===== src/psl_pkg.sv =====
package psl_pkg;

  // ****************************************
  // Timing
  // ****************************************
  localparam int CLK_HZ = 200_000_000;
  localparam int BLINK_MS = 100;
  localparam int BLINK_CYC = CLK_HZ / 1000 * BLINK_MS;
  localparam int FLASH_MS = 250;
  localparam int FLASH_CYC = CLK_HZ / 1000 * FLASH_MS;

  // ****************************************
  // Analog window in microamperes
  // ****************************************
  localparam logic [15:0] AN_LO_UA = 16'h0DAC;
  localparam logic [15:0] AN_HI_UA = 16'h5014;

  // ****************************************
  // Register map
  // ****************************************
  localparam logic [3:0] REG_CFG = 4'h0;
  localparam logic [3:0] REG_STAT = 4'h1;
  localparam logic [3:0] REG_MASK = 4'h2;
  localparam logic [3:0] REG_MSG = 4'h3;
  localparam logic [3:0] REG_LAMP = 4'h4;

  // Config fields
  localparam int CFG_PRE_NC = 0;
  localparam int CFG_DRY_NC = 1;
  localparam int CFG_TWO_STAGE = 2;
  localparam int CFG_FLOW_SHUT = 3;
  localparam int CFG_ANALOG = 4;
  localparam logic [7:0] CFG_RST = 8'h04;

  // Message and status bit positions
  localparam int MSG_SUPPLY = 0;
  localparam int MSG_FLOW_WARN = 1;
  localparam int MSG_PRE_ALARM = 2;
  localparam int MSG_INTERNAL = 3;
  localparam int MSG_FLOW_SHUT = 4;
  localparam int MSG_RUPTURE = 5;
  localparam int MSG_DRY_RUN = 6;
  localparam int MSG_ANALOG = 7;
  localparam logic [7:0] MASK_RST = 8'h00;

  typedef struct packed {
    logic on;
    logic stroke;
    logic supply_bad;
    logic no_flow;
    logic low_flow;
    logic rupture;
    logic internal_err;
    logic pre_contact;
    logic dry_contact;
    logic [15:0] analog_ua;
  } psl_sense_s;

  typedef struct packed {
    logic [3:0] addr;
    logic [7:0] wdata;
    logic wr;
    logic rd;
  } psl_bus_s;

  typedef enum logic [2:0] {
    GRN_OFF = 3'b001,
    GRN_ON = 3'b010,
    GRN_BLINK = 3'b100
  } psl_grn_e;

endpackage : psl_pkg


===== src/psl_led_encoder.sv =====
// Added by the designer: the strobed register port and the register offsets.
`timescale 1ns/1ps
module psl_led_encoder
  import psl_pkg::*;
(
  input wire logic mclk_i,
  input wire logic rstn_i,
  input wire psl_pkg::psl_sense_s sense_i,
  input wire psl_pkg::psl_bus_s bus_i,
  output logic [7:0] rdata_o,
  output logic led_green_o,
  output logic led_yellow_o,
  output logic led_red_o,
  output logic [7:0] msg_o,
  output logic irq_o
);
  import psl_pkg::*;

  function automatic logic lvl_active(input logic contact, input logic nc);
    lvl_active = contact ^ nc;
  endfunction : lvl_active

  // ****************************************
  // Condition decode
  // ****************************************
  logic pre_lvl;
  logic dry_lvl;
  logic flow_bad;
  logic an_bad;
  logic [7:0] cfg_r;
  logic [7:0] cond;

  always_comb
  begin
    pre_lvl = lvl_active(sense_i.pre_contact, cfg_r[CFG_PRE_NC]);
    dry_lvl = lvl_active(sense_i.dry_contact, cfg_r[CFG_DRY_NC]);
    flow_bad = sense_i.no_flow | sense_i.low_flow;
    an_bad = cfg_r[CFG_ANALOG] &
             ((sense_i.analog_ua < AN_LO_UA) | (sense_i.analog_ua > AN_HI_UA));
    cond = '0;
    cond[MSG_SUPPLY] = sense_i.supply_bad;
    cond[MSG_FLOW_WARN] = flow_bad & ~cfg_r[CFG_FLOW_SHUT];
    // Dry run hides the pre-alarm only when two-stage monitoring is on
    cond[MSG_PRE_ALARM] = pre_lvl & ~(cfg_r[CFG_TWO_STAGE] & dry_lvl);
    cond[MSG_INTERNAL] = sense_i.internal_err;
    cond[MSG_FLOW_SHUT] = flow_bad & cfg_r[CFG_FLOW_SHUT];
    cond[MSG_RUPTURE] = sense_i.rupture;
    cond[MSG_DRY_RUN] = dry_lvl;
    cond[MSG_ANALOG] = an_bad;
  end

  // ****************************************
  // Flash timebase and stroke blink
  // ****************************************
  logic [31:0] flash_cnt_r;
  logic [31:0] flash_cnt_nxt;
  logic flash_ph_r;
  logic flash_ph_nxt;
  logic [31:0] blink_cnt_r;
  logic [31:0] blink_cnt_nxt;
  logic stroke_d_r;
  psl_grn_e grn_r;
  psl_grn_e grn_nxt;

  always_comb
  begin
    flash_cnt_nxt = flash_cnt_r + 32'h1;
    flash_ph_nxt = flash_ph_r;
    if (flash_cnt_r == 32'(FLASH_CYC - 1))
    begin
      flash_cnt_nxt = '0;
      flash_ph_nxt = ~flash_ph_r;
    end
    blink_cnt_nxt = (blink_cnt_r != '0) ? blink_cnt_r - 32'h1 : '0;
    grn_nxt = grn_r;
    unique case (grn_r)
      GRN_OFF:
        if (sense_i.on)
          grn_nxt = GRN_ON;
      GRN_ON:
        if (!sense_i.on)
          grn_nxt = GRN_OFF;
        else if (sense_i.stroke & ~stroke_d_r)
        begin
          grn_nxt = GRN_BLINK;
          blink_cnt_nxt = 32'(BLINK_CYC);
        end
      GRN_BLINK:
        if (!sense_i.on)
          grn_nxt = GRN_OFF;
        else if (blink_cnt_r == 32'h1)
          grn_nxt = GRN_ON;
      default:
        grn_nxt = GRN_OFF;
    endcase
  end

  always_ff @(posedge mclk_i)
  begin
    if (!rstn_i)
    begin
      flash_cnt_r <= '0;
      flash_ph_r <= 1'b0;
      blink_cnt_r <= '0;
      stroke_d_r <= 1'b0;
      grn_r <= GRN_OFF;
    end
    else
    begin
      flash_cnt_r <= flash_cnt_nxt;
      flash_ph_r <= flash_ph_nxt;
      blink_cnt_r <= blink_cnt_nxt;
      stroke_d_r <= sense_i.stroke;
      grn_r <= grn_nxt;
    end
  end

  // ****************************************
  // Lamps and messages
  // ****************************************
  logic yel_nxt;
  logic red_nxt;
  logic grn_lamp_nxt;

  always_comb
  begin
    // Steady sources win over flashing ones so a steady cause is never hidden
    yel_nxt = cond[MSG_SUPPLY] | cond[MSG_FLOW_WARN] |
              (cond[MSG_PRE_ALARM] & flash_ph_r);
    red_nxt = cond[MSG_INTERNAL] | cond[MSG_FLOW_SHUT] | cond[MSG_RUPTURE] |
              cond[MSG_ANALOG] | (cond[MSG_DRY_RUN] & flash_ph_r);
    grn_lamp_nxt = (grn_r == GRN_ON);
  end

  // ****************************************
  // Register file and interrupt
  // ****************************************
  logic [7:0] stat_r;
  logic [7:0] stat_nxt;
  logic [7:0] mask_r;
  logic [7:0] mask_nxt;
  logic [7:0] cfg_nxt;
  logic [7:0] rdata_nxt;
  logic [7:0] cond_d_r;

  always_comb
  begin
    cfg_nxt = cfg_r;
    mask_nxt = mask_r;
    stat_nxt = stat_r;
    if (bus_i.wr && bus_i.addr == REG_CFG)
      cfg_nxt = bus_i.wdata;
    if (bus_i.wr && bus_i.addr == REG_MASK)
      mask_nxt = bus_i.wdata;
    if (bus_i.wr && bus_i.addr == REG_STAT)
      stat_nxt = stat_r & ~bus_i.wdata;
    // Set after clear: a new condition in the clear cycle is kept
    stat_nxt = stat_nxt | (cond & ~cond_d_r);
    rdata_nxt = '0;
    if (bus_i.rd)
    begin
      unique case (bus_i.addr)
        REG_CFG: rdata_nxt = cfg_r;
        REG_STAT: rdata_nxt = stat_r;
        REG_MASK: rdata_nxt = mask_r;
        REG_MSG: rdata_nxt = msg_o;
        REG_LAMP: rdata_nxt = {5'h00, led_red_o, led_yellow_o, led_green_o};
        default: rdata_nxt = '0;
      endcase
    end
  end

  always_ff @(posedge mclk_i)
  begin
    if (!rstn_i)
    begin
      cfg_r <= CFG_RST;
      mask_r <= MASK_RST;
      stat_r <= '0;
      cond_d_r <= '0;
      rdata_o <= '0;
      led_green_o <= 1'b0;
      led_yellow_o <= 1'b0;
      led_red_o <= 1'b0;
      msg_o <= '0;
      irq_o <= 1'b0;
    end
    else
    begin
      cfg_r <= cfg_nxt;
      mask_r <= mask_nxt;
      stat_r <= stat_nxt;
      cond_d_r <= cond;
      rdata_o <= rdata_nxt;
      led_green_o <= grn_lamp_nxt;
      led_yellow_o <= yel_nxt;
      led_red_o <= red_nxt;
      msg_o <= cond;
      irq_o <= |(stat_nxt & mask_nxt);
    end
  end

  // ****************************************
  // Checks
  // ****************************************
  chk_supply_yellow: assert property (@(posedge mclk_i) disable iff (!rstn_i)
    sense_i.supply_bad |=> led_yellow_o)
    else $error("supply fault did not light yellow");
  chk_flow_warn: assert property (@(posedge mclk_i) disable iff (!rstn_i)
    (sense_i.no_flow && !cfg_r[CFG_FLOW_SHUT]) |=> led_yellow_o)
    else $error("flow warning did not light yellow");
  chk_flow_shut: assert property (@(posedge mclk_i) disable iff (!rstn_i)
    (sense_i.low_flow && cfg_r[CFG_FLOW_SHUT]) |=> led_red_o)
    else $error("flow shut-off did not light red");
  chk_rupture_red: assert property (@(posedge mclk_i) disable iff (!rstn_i)
    sense_i.rupture |=> led_red_o && msg_o[MSG_RUPTURE])
    else $error("rupture did not light red");
  chk_internal_red: assert property (@(posedge mclk_i) disable iff (!rstn_i)
    sense_i.internal_err |=> led_red_o && msg_o[MSG_INTERNAL])
    else $error("internal error not shown");
  chk_analog_low: assert property (@(posedge mclk_i) disable iff (!rstn_i)
    (cfg_r[CFG_ANALOG] && sense_i.analog_ua < AN_LO_UA) |=> led_red_o)
    else $error("low analog current not shown");
  chk_pre_suppress: assert property (@(posedge mclk_i) disable iff (!rstn_i)
    (cfg_r[CFG_TWO_STAGE] && dry_lvl) |=> !msg_o[MSG_PRE_ALARM])
    else $error("pre-alarm shown during dry run");
  chk_pre_default: assert property (@(posedge mclk_i) disable iff (!rstn_i)
    (!cfg_r[CFG_PRE_NC] && !(cfg_r[CFG_TWO_STAGE] && dry_lvl) && sense_i.pre_contact)
    |=> msg_o[MSG_PRE_ALARM])
    else $error("closed pre-alarm contact not seen");
  chk_green_ready: assert property (@(posedge mclk_i) disable iff (!rstn_i)
    (grn_r == GRN_OFF && sense_i.on) ##1 (sense_i.on && !sense_i.stroke) |=> led_green_o)
    else $error("green not on when ready");
  chk_stroke_blink: assert property (@(posedge mclk_i) disable iff (!rstn_i)
    (grn_r == GRN_ON && sense_i.on && sense_i.stroke && !stroke_d_r) ##1 sense_i.on
    |=> !led_green_o)
    else $error("stroke gave no blink");
  chk_dry_flash: assert property (@(posedge mclk_i) disable iff (!rstn_i)
    (dry_lvl && !sense_i.internal_err && !sense_i.rupture && !flow_bad && !an_bad
     && !flash_ph_r) |=> !led_red_o)
    else $error("dry run red not flashing");

endmodule : psl_led_encoder


===== config.mk =====
export PLATFORM = sky130hd
export DESIGN_NAME = psl_led_encoder
export DESIGN_NICKNAME = d
export VERILOG_FILES = /design/src/psl_pkg.sv /design/src/psl_led_encoder.sv
export SDC_FILE = /design/constraint.sdc
export NUM_CORES = 1
export LEC_CHECK = 0
export BUFFER_PORTS_ARGS = -buffer_cell sky130_fd_sc_hd__buf_4
export CAP_MARGIN = 25
export CORE_AREA = 4 4 125 127
export CTS_BUF_LIST = sky130_fd_sc_hd__clkbuf_8 sky130_fd_sc_hd__clkbuf_16
export DETAILED_ROUTE_END_ITERATION = 6
export DIE_AREA = 0 0 129 131
export HOLD_SLACK_MARGIN = 0.12
export PLACE_DENSITY = 0.59
export SYNTH_ARGS = -nofsm -noshare
export SYNTH_HDL_FRONTEND = slang
export SYNTH_SLANG_ARGS = --single-unit

===== constraint.sdc =====
create_clock -name mclk_i -period 2.8 [get_ports mclk_i]
set_clock_uncertainty 0.15 [all_clocks]
set_input_delay 0.28 -clock mclk_i [delete_from_list [all_inputs] [get_ports mclk_i]]
set_output_delay 0.28 -clock mclk_i [all_outputs]
set_load 0.02 [all_outputs]

==> qor.yml <==
outcome: "complete, no violations"
synthesis.nets: 608
fin_setup_tns_ns: 0
drt_iter0_drc: 206
period_share: 0.8932
post-place-ws_ns: 0.3110
setup_viol: 0
io_buffers: 60
yosysMostFrequentCell: "nor2_1"
rsz0062_at_grt: "no"
grt_pass1_wl_mm: 19.57
yosys-top-cells-area: "dfxtp_1 (45%), nor2_1 (9.0%), xnor2_1 (6.3%)"
clk_latency_ns: 0.41
final_cells: 856
cts.path.max_buffers: 2
grt_overflow: 0
core_region_area_mm2: 0.01442
fp.dieArea_mm2: 0.01690
yosys.area.top_type: "dfxtp_1"
whs_ns: 0.1426
avgSynthCellArea_um2: 8.841
root_buffer: "clkbuf_16"
crit_type: "reg -> reg"
ys_seq_area_frac: 0.4545
clk_pin_slew_ns: 0.05
relSlewSlack: 0.3695
cts_tree: "done"
final_layout_size_suffix_gt1_frac: 0.1669
p_leak_nw: 2.556
power_w: 0.005520
post_cts_buffers: 0
dr.max_layer_used: "met4"
irDropWorstVdd_mv: 0.3993
synth_cell_types: 51
synth-seq-cells: 113
drc: 0
ys.warnings.count: 0
hold_viol: 0
syn_area_mm2: 0.004977
layout.nets: 704
slew_viol_final: 0
grt_pass1_vias: 4191
hold_path.class: "in -> reg"
wl_per_cell_um: 13.59
hold_path_depth: 4
ys.flop_type: "dfxtp_1"
fmax_mhz: 399.9
grt_usage: 0.1444
synth_top_area_share: 0.4545
cts_max_level: 4
hpwlAfterDp_mm: 8.495
holdBufCountCts: 21
first_pass_iters: 5
gp_congestion: 0.8487
rows: 44
worst_r2r_path_depth: 7
wl_met1_mm: 5.191
cp.arrival_ns: 2.64
io_pins: 61
crit_fanout: 21
r2r_setup_slack_ns: 0.30
grt_antenna_before_repair: 0
dieWidth_um: 129
wl_met2_mm: 5.616
route.vias.total: 4308
fin_crit_ns: 2.501
setup_ws_ns: 0.2992
netlist_instances: 563
p_per_area_mw_per_mm2: 854.2
crit_required_ns: 2.94
crit_path_end_kind: "flip-flop"
drv_cap: 0
via_per_inst: 5.033
postCtsResizedCells: 0
synth_edf_count: 0
routed_wl_mm: 11.64
async_reset_ff_frac: 0
worst_pin_slew_ns: 0.9325
netlist_top_cells_count: "nor2_1 (119), dfxtp_1 (113), xnor2_1 (36)"
syn2layout_area_growth_pct: 29.84
grt_max_degree: 32
startpoint_type: "flip-flop"
antenna_left: 0
numClockSinks: 113
initial_core_util: 0.3451
met3_length_um: 648
numCtsBuffers: 17
die_h_um: 131
place_inst: 803
-- critical path: stages, from the launching register on --
cell and delay [ns]:
dfxtp_1 0.32, or4_4 0.55, or4_4 0.44, nand4b_4 0.20, o21ai_4 0.23, or2_1 0.26, buf_12 0.19, nor2_1 0.06
-- state kept, by name, summed over array words and instances, names as in the netlist, 3 cells and up --
signal,cells
blink_cnt_r,32
flash_cnt_r,32
cfg_r,8
cond_d_r,8
mask_r,8
rdata_o,8
stat_r,8
grn_r,3
-- per-stage QoR --
stage	utilization	cell area, um2
after floorplan	-	4977
after detailed placement	0.3937	5678
after global placement	0.3937	5678
after global routing	0.4479	6460
after CTS	0.4479	6460
final	0.4480	6462
-- placed cells by master (no fill, tap or decap), types with 4 or more instances in the layout --
master	n
a21oi_1	8
ha_1	4
clkbuf_16	17
nand3_1	26
inv_1	17
nor2_1	119
and3_1	4
xnor2_1	36
nor4_1	14
nor3_1	17
or3_1	5
mux2i_1	22
nor2b_1	6
a22oi_1	4
dlygate4sd3_1	21
buf_4	73
dfxtp_1	113
nand3b_1	6
o22ai_1	4
and2_1	8
xor2_1	28
clkinv_2	4
o21ai_0	20
nand4_1	9
nand2_1	34
-- cell families (layout without fill, tap and decap cells) --
group / Yosys count / in the layout / synth area share
xor gates and xnor gates: 64 / 64 / 0.1126
buffers and inverters: 33 / 141 / 0.03092
DFF: 113 / 113 / 0.4545
and+or+nand+nor: 269 / 269 / 0.2639
AOI/OAI and AO/OA: 56 / 56 / 0.07466
muxes: 24 / 24 / 0.05329
other: 0 / 1 / 0
adders and majority gates: 4 / 4 / 0.01006
-- worst paths after layout --
path                    from              to
max          blink_cnt_r[26]  blink_cnt_r[2]
min              sense_i[20]     cond_d_r[4]
max reg2reg  blink_cnt_r[26]  blink_cnt_r[2]
min reg2reg   flash_cnt_r[0]  flash_cnt_r[0]
-- power by group --
part / internal, W / total (W) / switching, W
Sequential: 0.00182 / 0.00199 / 0.000177
Clock: 0.00134 / 0.00205 / 0.000711
Combinational: 0.000698 / 0.00148 / 0.000782
-- routing by layer --
layer	vias up	GRT usage
li1	2128	-
met1	2052	0.1760
met2	110	0.2436
met3	18	0.03333
met4	0	0.06485
met5	-	0
-- cell type report --
cell class	count	area, um2
Antenna cell	1	2.502
Clock buffer	19	452.9
Clock inverter	12	118.9
Fill cell	1409	7961
Inverter	15	56.30
Multi-Input combinational cell	417	2561
Sequential cell	113	2262
Tap cell	184	230.2
Timing Repair Buffer	95	778.2
Power figures use the tool's default switching activity.
